## src/pmt_pkg.sv

```systemverilog
// Constants and carriers for the proximity measure and threshold block
package pmt_pkg;
    localparam logic [7:0] PMT_ADDR_PUP_HI = 8'h10;
    localparam logic [7:0] PMT_ADDR_PUP_LO = 8'h11;
    localparam logic [7:0] PMT_ADDR_PLO_HI = 8'h12;
    localparam logic [7:0] PMT_ADDR_PLO_LO = 8'h13;
    localparam logic [7:0] PMT_ADDR_FILT = 8'h14;
    localparam logic [7:0] PMT_ADDR_SETUP = 8'h15;
    localparam logic [7:0] PMT_ADDR_WAIT = 8'h16;
    localparam logic [7:0] PMT_ADDR_CTRL = 8'h17;
    localparam logic [7:0] PMT_ADDR_LUP_HI = 8'h20;
    localparam logic [7:0] PMT_ADDR_LUP_LO = 8'h21;
    localparam logic [7:0] PMT_RST_UP = 8'hff;
    localparam logic [7:0] PMT_RST_LO = 8'h00;
    localparam logic [7:0] PMT_RST_FILT = 8'h11;
    localparam logic [7:0] PMT_RST_SETUP = 8'h0b;
    localparam logic [7:0] PMT_RST_WAIT = 8'h04;
    localparam logic [7:0] PMT_RST_CTRL = 8'h00;
    localparam int PMT_BIT_HYST_EN = 5;
    localparam int PMT_BIT_HYST_UP = 4;
    localparam int PMT_BIT_BLANK = 3;
    localparam int PMT_BIT_REPEAT = 1;
    localparam int PMT_BIT_SINGLE = 0;
    localparam int PMT_CLK_NS = 40;
    localparam int PMT_LED_PERIOD_NS = 1500;
    localparam int PMT_LED_PERIOD_CYC = PMT_LED_PERIOD_NS / PMT_CLK_NS;
    localparam int PMT_WAIT_STEP_MS = 10;
    localparam int PMT_WAIT_STEP_CYC =
        PMT_WAIT_STEP_MS * 1000000 / PMT_CLK_NS;
    localparam int PMT_HIST_LEN = 15;

    typedef struct packed {
        logic wr;
        logic rd;
        logic [7:0] addr;
        logic [7:0] wdata;
    } pmt_reg_req_t;

    typedef struct packed {
        logic auto_clear;
        logic edge_mode;
        logic clear;
    } pmt_int_cfg_t;

    typedef struct packed {
        logic enable;
        logic upper;
    } pmt_hyst_t;

    function automatic logic [11:0] pulses_of(input logic [2:0] code);
        int us;
        case (code)
            3'h0: us = 150;
            3'h1: us = 300;
            3'h2: us = 600;
            3'h3: us = 1200;
            3'h4: us = 1800;
            3'h5: us = 2400;
            3'h6: us = 3600;
            default: us = 4800;
        endcase
        return 12'((us * 1000) / PMT_LED_PERIOD_NS);
    endfunction

    // Event test: window, or trigger side only under hysteresis
    function automatic logic beyond(input logic [15:0] v,
            input logic [15:0] up, input logic [15:0] lo,
            input logic hyst, input logic trig_up);
        if (hyst)
            return trig_up ? (v > up) : (v < lo);
        return (v > up) || (v < lo);
    endfunction

    function automatic logic released(input logic [15:0] v,
            input logic [15:0] up, input logic [15:0] lo,
            input logic trig_up);
        return trig_up ? (v <= lo) : (v >= up);
    endfunction

    function automatic logic [4:0] count_ones(input logic [14:0] h,
            input logic [3:0] n);
        logic [4:0] c;
        c = 5'h0;
        for (int i = 0; i < PMT_HIST_LEN; i++) begin
            if (i < int'(n) && h[i])
                c = c + 5'h1;
        end
        return c;
    endfunction
endpackage

```

## src/pmt_core.sv

```systemverilog
// Proximity sequencer with threshold, filter and interrupt qualification
module pmt_core #(
    parameter int WAIT_STEP_CYC = pmt_pkg::PMT_WAIT_STEP_CYC,
    parameter int LED_PERIOD_CYC = pmt_pkg::PMT_LED_PERIOD_CYC
) (
    // Clock and reset
    input wire logic i_clock,
    input wire logic i_reset,
    // Register port
    input wire pmt_pkg::pmt_reg_req_t i_reg,
    output logic [7:0] o_reg_rdata,
    // Interrupt setup and clear from the shared interrupt logic
    input wire pmt_pkg::pmt_int_cfg_t i_int_cfg,
    input wire pmt_pkg::pmt_hyst_t i_light_hyst,
    input wire logic [15:0] i_light_lower_thresh,
    // Front end results
    input wire logic [15:0] i_prox_result,
    input wire logic i_light_valid,
    input wire logic [15:0] i_photopic_result,
    // Front end control and interrupt outputs
    output logic o_led_drive,
    output logic o_sense_power,
    output logic o_light_blank,
    output logic o_meas_done,
    output logic o_prox_flag,
    output logic o_light_flag,
    output logic o_int_pin
);
    import pmt_pkg::*;

    typedef enum logic [1:0] {ST_IDLE, ST_MEAS, ST_WAIT} pmt_state_t;

    logic [7:0] pup_hi_reg, pup_lo_reg, plo_hi_reg, plo_lo_reg;
    logic [7:0] lup_hi_reg, lup_lo_reg;
    logic [7:0] filt_reg, setup_reg, wait_reg, ctrl_reg;
    logic [7:0] pend_reg;
    logic pend_valid_reg;
    pmt_state_t state_reg;
    logic [11:0] pulse_cnt_reg, pulse_total_reg;
    logic [11:0] period_cnt_reg;
    logic [31:0] step_cyc_reg;
    logic [6:0] step_cnt_reg;
    logic [14:0] hist_reg;
    logic prox_flag_reg, light_flag_reg, event_d_reg;
    logic [15:0] prox_up, prox_lo, light_up;
    logic prox_hyst, light_hyst, prox_hit, light_hit, filt_ok;
    logic done_now, wait_end, wr_ctrl;
    logic [14:0] hist_next;

    assign prox_up = {pup_hi_reg, pup_lo_reg};
    assign prox_lo = {plo_hi_reg, plo_lo_reg};
    assign light_up = {lup_hi_reg, lup_lo_reg};
    assign wr_ctrl = i_reg.wr && i_reg.addr == PMT_ADDR_CTRL;
    // Hysteresis only counts in automatic clearing mode
    assign prox_hyst = setup_reg[PMT_BIT_HYST_EN]
        && i_int_cfg.auto_clear;
    assign light_hyst = i_light_hyst.enable && i_int_cfg.auto_clear;
    assign prox_hit = beyond(i_prox_result, prox_up, prox_lo, prox_hyst,
        setup_reg[PMT_BIT_HYST_UP]);
    assign light_hit = beyond(i_photopic_result, light_up,
        i_light_lower_thresh, light_hyst, i_light_hyst.upper);
    assign hist_next = {hist_reg[13:0], prox_hit};
    assign filt_ok = filt_reg[3:0] != 4'h0 && filt_reg[7:4] != 4'h0
        && count_ones(hist_next, filt_reg[7:4])
        >= {1'b0, filt_reg[3:0]};
    assign done_now = state_reg == ST_MEAS
        && period_cnt_reg == 12'(LED_PERIOD_CYC - 1)
        && pulse_cnt_reg == pulse_total_reg - 12'h1;
    assign wait_end = step_cyc_reg == 32'(WAIT_STEP_CYC - 1)
        && step_cnt_reg == wait_reg[6:0];

    // Threshold and setup registers
    always_ff @(posedge i_clock) begin
        if (i_reset) begin
            pup_hi_reg <= PMT_RST_UP;
            pup_lo_reg <= PMT_RST_UP;
            plo_hi_reg <= PMT_RST_LO;
            plo_lo_reg <= PMT_RST_LO;
            lup_hi_reg <= PMT_RST_UP;
            lup_lo_reg <= PMT_RST_UP;
            filt_reg <= PMT_RST_FILT;
            setup_reg <= PMT_RST_SETUP;
            wait_reg <= PMT_RST_WAIT;
        end else if (i_reg.wr) begin
            case (i_reg.addr)
                PMT_ADDR_PUP_HI: pup_hi_reg <= i_reg.wdata;
                PMT_ADDR_PUP_LO: pup_lo_reg <= i_reg.wdata;
                PMT_ADDR_PLO_HI: plo_hi_reg <= i_reg.wdata;
                PMT_ADDR_PLO_LO: plo_lo_reg <= i_reg.wdata;
                PMT_ADDR_LUP_HI: lup_hi_reg <= i_reg.wdata;
                PMT_ADDR_LUP_LO: lup_lo_reg <= i_reg.wdata;
                PMT_ADDR_FILT: filt_reg <= i_reg.wdata;
                PMT_ADDR_SETUP: setup_reg <= {2'h0, i_reg.wdata[5:0]};
                PMT_ADDR_WAIT: wait_reg <= {1'b0, i_reg.wdata[6:0]};
                default: ;
            endcase
        end
    end

    // Control: held back while measuring, then applied at the end
    always_ff @(posedge i_clock) begin
        if (i_reset) begin
            ctrl_reg <= PMT_RST_CTRL;
            pend_reg <= PMT_RST_CTRL;
            pend_valid_reg <= 1'b0;
        end else if (wr_ctrl && state_reg == ST_MEAS && !done_now) begin
            pend_reg <= {6'h0, i_reg.wdata[1:0]};
            pend_valid_reg <= 1'b1;
        end else if (wr_ctrl) begin
            ctrl_reg <= {6'h0, i_reg.wdata[1:0]};
            pend_valid_reg <= 1'b0;
        end else if (done_now) begin
            pend_valid_reg <= 1'b0;
            if (pend_valid_reg)
                ctrl_reg <= pend_reg;
            else if (!ctrl_reg[PMT_BIT_REPEAT])
                ctrl_reg[PMT_BIT_SINGLE] <= 1'b0;
        end
    end

    // Sequencer
    always_ff @(posedge i_clock) begin
        if (i_reset) begin
            state_reg <= ST_IDLE;
            pulse_cnt_reg <= 12'h0;
            pulse_total_reg <= 12'h1;
            period_cnt_reg <= 12'h0;
            step_cyc_reg <= 32'h0;
            step_cnt_reg <= 7'h0;
        end else begin
            case (state_reg)
                ST_IDLE: begin
                    if (ctrl_reg[PMT_BIT_SINGLE]
                            || ctrl_reg[PMT_BIT_REPEAT]) begin
                        state_reg <= ST_MEAS;
                        pulse_total_reg <= pulses_of(setup_reg[2:0]);
                        pulse_cnt_reg <= 12'h0;
                        period_cnt_reg <= 12'h0;
                    end
                end
                ST_MEAS: begin
                    if (period_cnt_reg == 12'(LED_PERIOD_CYC - 1)) begin
                        period_cnt_reg <= 12'h0;
                        pulse_cnt_reg <= pulse_cnt_reg + 12'h1;
                    end else begin
                        period_cnt_reg <= period_cnt_reg + 12'h1;
                    end
                    if (done_now) begin
                        step_cyc_reg <= 32'h0;
                        step_cnt_reg <= 7'h0;
                        if (ctrl_reg[PMT_BIT_REPEAT])
                            state_reg <= ST_WAIT;
                        else
                            state_reg <= ST_IDLE;
                    end
                end
                ST_WAIT: begin
                    if (step_cyc_reg == 32'(WAIT_STEP_CYC - 1)) begin
                        step_cyc_reg <= 32'h0;
                        step_cnt_reg <= step_cnt_reg + 7'h1;
                    end else begin
                        step_cyc_reg <= step_cyc_reg + 32'h1;
                    end
                    if (wait_end) begin
                        pulse_total_reg <= pulses_of(setup_reg[2:0]);
                        pulse_cnt_reg <= 12'h0;
                        period_cnt_reg <= 12'h0;
                        if (ctrl_reg[PMT_BIT_REPEAT])
                            state_reg <= ST_MEAS;
                        else
                            state_reg <= ST_IDLE;
                    end
                end
                default: state_reg <= ST_IDLE;
            endcase
        end
    end

    // Front end drive; LED high for the first half of each period
    always_ff @(posedge i_clock) begin
        if (i_reset) begin
            o_led_drive <= 1'b0;
            o_sense_power <= 1'b0;
            o_light_blank <= 1'b0;
            o_meas_done <= 1'b0;
        end else begin
            o_led_drive <= state_reg == ST_MEAS && !done_now
                && period_cnt_reg < 12'(LED_PERIOD_CYC / 2);
            o_sense_power <= state_reg == ST_MEAS && !done_now;
            // Blank the whole measurement so LED edges never leak in
            o_light_blank <= setup_reg[PMT_BIT_BLANK]
                && state_reg == ST_MEAS && !done_now;
            o_meas_done <= done_now;
        end
    end

    // Filter history
    always_ff @(posedge i_clock) begin
        if (i_reset || (i_reg.wr && i_reg.addr == PMT_ADDR_FILT))
            hist_reg <= 15'h0;
        else if (done_now)
            hist_reg <= hist_next;
    end

    // Proximity flag; a new event beats a clear in the same cycle
    always_ff @(posedge i_clock) begin
        if (i_reset)
            prox_flag_reg <= 1'b0;
        else if (done_now && filt_ok)
            prox_flag_reg <= 1'b1;
        else if (done_now && i_int_cfg.auto_clear && !prox_hyst)
            prox_flag_reg <= 1'b0;
        else if (done_now && prox_hyst && released(i_prox_result,
                prox_up, prox_lo, setup_reg[PMT_BIT_HYST_UP]))
            prox_flag_reg <= 1'b0;
        else if (!i_int_cfg.auto_clear && i_int_cfg.clear)
            prox_flag_reg <= 1'b0;
    end

    // Light flag
    always_ff @(posedge i_clock) begin
        if (i_reset)
            light_flag_reg <= 1'b0;
        else if (i_light_valid && light_hit)
            light_flag_reg <= 1'b1;
        else if (i_light_valid && i_int_cfg.auto_clear && !light_hyst)
            light_flag_reg <= 1'b0;
        else if (i_light_valid && light_hyst && released(i_photopic_result,
                light_up, i_light_lower_thresh, i_light_hyst.upper))
            light_flag_reg <= 1'b0;
        else if (!i_int_cfg.auto_clear && i_int_cfg.clear)
            light_flag_reg <= 1'b0;
    end

    // Pin follows flags one cycle later; in edge mode it pulses for one cycle per result only
    always_ff @(posedge i_clock) begin
        if (i_reset) begin
            event_d_reg <= 1'b0;
            o_int_pin <= 1'b0;
        end else begin
            event_d_reg <= done_now || i_light_valid;
            if (i_int_cfg.edge_mode)
                o_int_pin <= event_d_reg
                    && (prox_flag_reg || light_flag_reg);
            else
                o_int_pin <= prox_flag_reg || light_flag_reg;
        end
    end

    assign o_prox_flag = prox_flag_reg;
    assign o_light_flag = light_flag_reg;

    // Read data, unmapped reads give zero
    always_ff @(posedge i_clock) begin
        if (i_reset) begin
            o_reg_rdata <= 8'h00;
        end else if (i_reg.rd) begin
            case (i_reg.addr)
                PMT_ADDR_PUP_HI: o_reg_rdata <= pup_hi_reg;
                PMT_ADDR_PUP_LO: o_reg_rdata <= pup_lo_reg;
                PMT_ADDR_PLO_HI: o_reg_rdata <= plo_hi_reg;
                PMT_ADDR_PLO_LO: o_reg_rdata <= plo_lo_reg;
                PMT_ADDR_LUP_HI: o_reg_rdata <= lup_hi_reg;
                PMT_ADDR_LUP_LO: o_reg_rdata <= lup_lo_reg;
                PMT_ADDR_FILT: o_reg_rdata <= filt_reg;
                PMT_ADDR_SETUP: o_reg_rdata <= setup_reg;
                PMT_ADDR_WAIT: o_reg_rdata <= wait_reg;
                PMT_ADDR_CTRL: o_reg_rdata <= ctrl_reg;
                default: o_reg_rdata <= 8'h00;
            endcase
        end
    end
endmodule

```

## config.mk

```make
export PLATFORM = sky130hd
export DESIGN_NAME = pmt_core
export DESIGN_NICKNAME = d
export VERILOG_FILES = /design/src/pmt_pkg.sv /design/src/pmt_core.sv
export SDC_FILE = /design/constraint.sdc
export NUM_CORES = 1
export LEC_CHECK = 0
export ABC_AREA = 1
export BUFFER_PORTS_ARGS = -buffer_cell sky130_fd_sc_hd__buf_2
export CAP_MARGIN = 25
export CORE_UTILIZATION = 59
export CTS_CLUSTER_DIAMETER = 50
export DETAILED_ROUTE_END_ITERATION = 6
export GPL_TIMING_DRIVEN = 0
export PLACE_DENSITY = 0.79
export REMOVE_ABC_BUFFERS = 1
export SKIP_LAST_GASP = 1
export SLEW_MARGIN = 20
export SYNTH_ARGS = -nofsm -noshare
export SYNTH_HDL_FRONTEND = slang
export SYNTH_SLANG_ARGS = --single-unit
```

## constraint.sdc

```tcl
create_clock -name i_clock -period 13.3 [get_ports i_clock]
set_input_delay 1.995 -clock i_clock [delete_from_list [all_inputs] [get_ports i_clock]]
set_output_delay 1.995 -clock i_clock [all_outputs]
set_load 0.02 [all_outputs]
```

==> impl_metrics.env <==
export IMPL_status="finished, violations left"
export IMPL_failed_checks="negative setup slack"
export IMPL_core_area_sq_um=36900
export IMPL_routed_wl_um=73900
export IMPL_cts_tree="yes"
export IMPL_synth_distinct_cells=80
export IMPL_synth_top_area_cell="dfxtp_1"
export IMPL_dp_cells=3911
export IMPL_synth_most_common_cell="nand2_1"
export IMPL_power_switching_uw=4390
export IMPL_endpoint_kind="register"
export IMPL_clk_latency_ns=0.45
export IMPL_cts_hold_buf=0
export IMPL_grt_pass1_wl_um=107000
export IMPL_yosysTopAreaCellShare=0.163
export IMPL_crit_fanout=11
export IMPL_clock_path_buffers=2
export IMPL_slew_viol_final=0
export IMPL_max_freq_ghz=0.0688
export IMPL_setup_violations_final=3
export IMPL_period_share=1.09
export IMPL_numCtsBuffers=17
export IMPL_multiInputGateArea_sq_um=17700
export IMPL_grtUsageTotal=0.335
export IMPL_largest_reg_flops=32
export IMPL_viasPerCell=6.00
export IMPL_hold_violations=0
export IMPL_drt_iter0_markers=2650
export IMPL_netlist_instances=3382
export IMPL_synth_edf_count=0
export IMPL_netSwitchingFraction=0.589
export IMPL_maxCapViolCount=0
export IMPL_async_flop_share=0
export IMPL_max_slew_worst_pin_slew_ns=1.11
export IMPL_drc_errors=0
export IMPL_clock_skew_ns=0.0148
export IMPL_maxSlewHeadroom=0.263
export IMPL_ant_nets=0
export IMPL_path_clk_slew_ns=0.07
export IMPL_drive_gt1_frac=0.290
export IMPL_stdcell_count=4168
export IMPL_netlist_area_sq_um=22200
export IMPL_synth_avg_cell_area_sq_um=6.57
export IMPL_ys_ff_latch=181
export IMPL_vdd_ir_drop_worst_v=0.000420
export IMPL_dr_pass1_iters=7
export IMPL_cts_sinks=181
export IMPL_cts_root_buf="clkbuf_16"
export IMPL_nets=3886
export IMPL_netlist_top_cells_area="dfxtp_1, nand2_1, inv_1"
export IMPL_die_area_sq_um=38400
export IMPL_required_ns=13.64
export IMPL_vias=25000
export IMPL_ys_flop_type="dfxtp_1"
export IMPL_rsz0062_at_grt="true"
export IMPL_setup_worst_path_class="register to register"
export IMPL_die_x_um=196
export IMPL_wl_per_cell_um=17.7
export IMPL_seqPwrFrac=0.078
export IMPL_port_buffers=88
export IMPL_cp_start_kind="register"
export IMPL_place_ws_ns=-4.46
export IMPL_fill_cells=2663
export IMPL_leakage_uw=0.0131
export IMPL_worstPathArrival_ns=14.87
export IMPL_hold_class="register to register"
export IMPL_setup_ws_ns=-1.23
export IMPL_diodes=0
export IMPL_grt_pass1_vias=22800
export IMPL_ys_seq_area_frac=0.163
export IMPL_seq_area_sq_um=3630
export IMPL_die_h_um=196
export IMPL_antenna_found_initial=0
export IMPL_power_frac_comb=0.851
export IMPL_power_density_nw_per_um2=274
export IMPL_clkPwrFrac=0.072
export IMPL_slowest_delay_ns=0.56
export IMPL_io_pins=89
export IMPL_area_delta_synth_final_pct=22.5
export IMPL_dp_hpwl_um=47100
export IMPL_power_internal_uw=3060
export IMPL_grt_overflow=0
export IMPL_htree_levels=4
export IMPL_slowest_stage="fa_1"
export IMPL_ys_warnings_count=0
export IMPL_grt_max_degree=49
export IMPL_rows=70
export IMPL_initial_core_util=0.603
export IMPL_synth_common_cells="nand2_1, inv_1, nor2_1"
export IMPL_gp_congestion=0.973
export IMPL_fin_crit_ns=14.53
export IMPL_cpMostUsedCell="nand2_4"
export IMPL_fin_util=0.738
-- path summary, 6_finish.rpt --
kind                        end    startpoint  slack [ns]  depth (start not counted)
max reg2reg  pulse_total_reg[0]  setup_reg[2]       -1.23                        106
min reg2reg           o_int_pin   event_d_reg        0.44                          2
max          pulse_total_reg[0]  setup_reg[2]       -1.23                        106
min                   o_int_pin   event_d_reg        0.44                          2
-- critical path, delay by kind of cell (launching register included) --
family | cells | cell delay [ns]
simple gates | 76 | 9.17
buf+inv | 21 | 2.33
fa+ha+maj | 5 | 1.76
compound gates | 4 | 0.68
flops | 1 | 0.40
-- per-layer routing --
layer | global-route usage | wire length, um | vias to the layer above | part of all wire
li1 | - | - | 11600 | -
met1 | 0.415 | 28600 | 11500 | 0.39
met2 | 0.589 | 34700 | 1490 | 0.47
met3 | 0.0361 | 6100 | 479 | 0.083
met4 | 0.141 | 4490 | 0 | 0.061
met5 | 0 | 0 | - | 0
-- power by group through the flow --
stage	Combinational [uW]	Clock, uW	Sequential, uW
after floorplan	3940	0	591
after global placement	4640	0	591
after detailed placement	4740	0	592
after CTS	5480	533	579
after global routing	6750	558	582
final	6330	533	580
-- placed cells by master (no fill, tap or decap), drive strengths merged, types with 2 or more instances in the layout --
cell      synthesis  routed
a2111o            2       2
a211oi           13      13
a21boi            2       2
a21o              4       4
a21oi           182     182
a221oi           11      11
a311oi            2       2
a31oi            12      12
a41oi             2       2
and3              2       2
buf              24     303
bufinv            0       2
clkbuf           42      21
clkinv           20      21
clkinvlp          0       5
dfxtp           181     181
fa               23      23
ha              138     138
inv             548     552
nand2           959     965
nand3           296     299
nand3b           17      17
nand4            72      74
nor2            361     362
nor3             74      74
nor3b            15      15
nor4             20      20
nor4b             2       2
o2111ai           5       5
o211a             2       2
o211ai           31      31
o21ai           162     162
o21bai            8       8
o221a             2       2
o22ai            22      22
o31ai             5       5
o41ai             7       7
or2               8       8
xnor2            30      30
xor2             65      65
-- cell type report --
cell class	instances	area share
timing repair buffer	304	0.0862
inverter	568	0.0846
clock inverter	12	0.00597
tap	504	0.0232
multi-input combinational	2579	0.650
sequential	181	0.134
clock buffer	20	0.0168
-- through the flow --
step / hold WS (ns) / total power [uW] / TNS (ns) / cell area (sq um)
2_1_floorplan: 0.411 / 4530 / -3.07 / 21700
3_3_place_gp: 0.424 / 5230 / -12.60 / 22800
3_5_place_dp: 0.433 / 5330 / -13.35 / 22800
4_1_cts: 0.442 / 6600 / -0.256 / 25600
5_1_grt: 0.459 / 7890 / -3.66 / 27200
6_report: 0.437 / 7450 / -2.10 / 27200
-- cells by family (layout without fill, tap and decap cells) --
group,after synthesis,count (layout),synth area share
buf+inv,634,904,0.124
other cells,1,1,0.000169
simple gates,1828,1840,0.447
fa+ha+maj,161,161,0.0984
compound gates,482,482,0.130
xor+xnor,95,95,0.0374
flops,181,181,0.163
-- timing repair --
action	4_1_cts	5_1_grt
gates cloned	12	1
pin swaps	115	155
setup endpoints to repair	4	4
resized for setup	212	231
setup buffers	135	78
(Power assumes the default switching activity.)
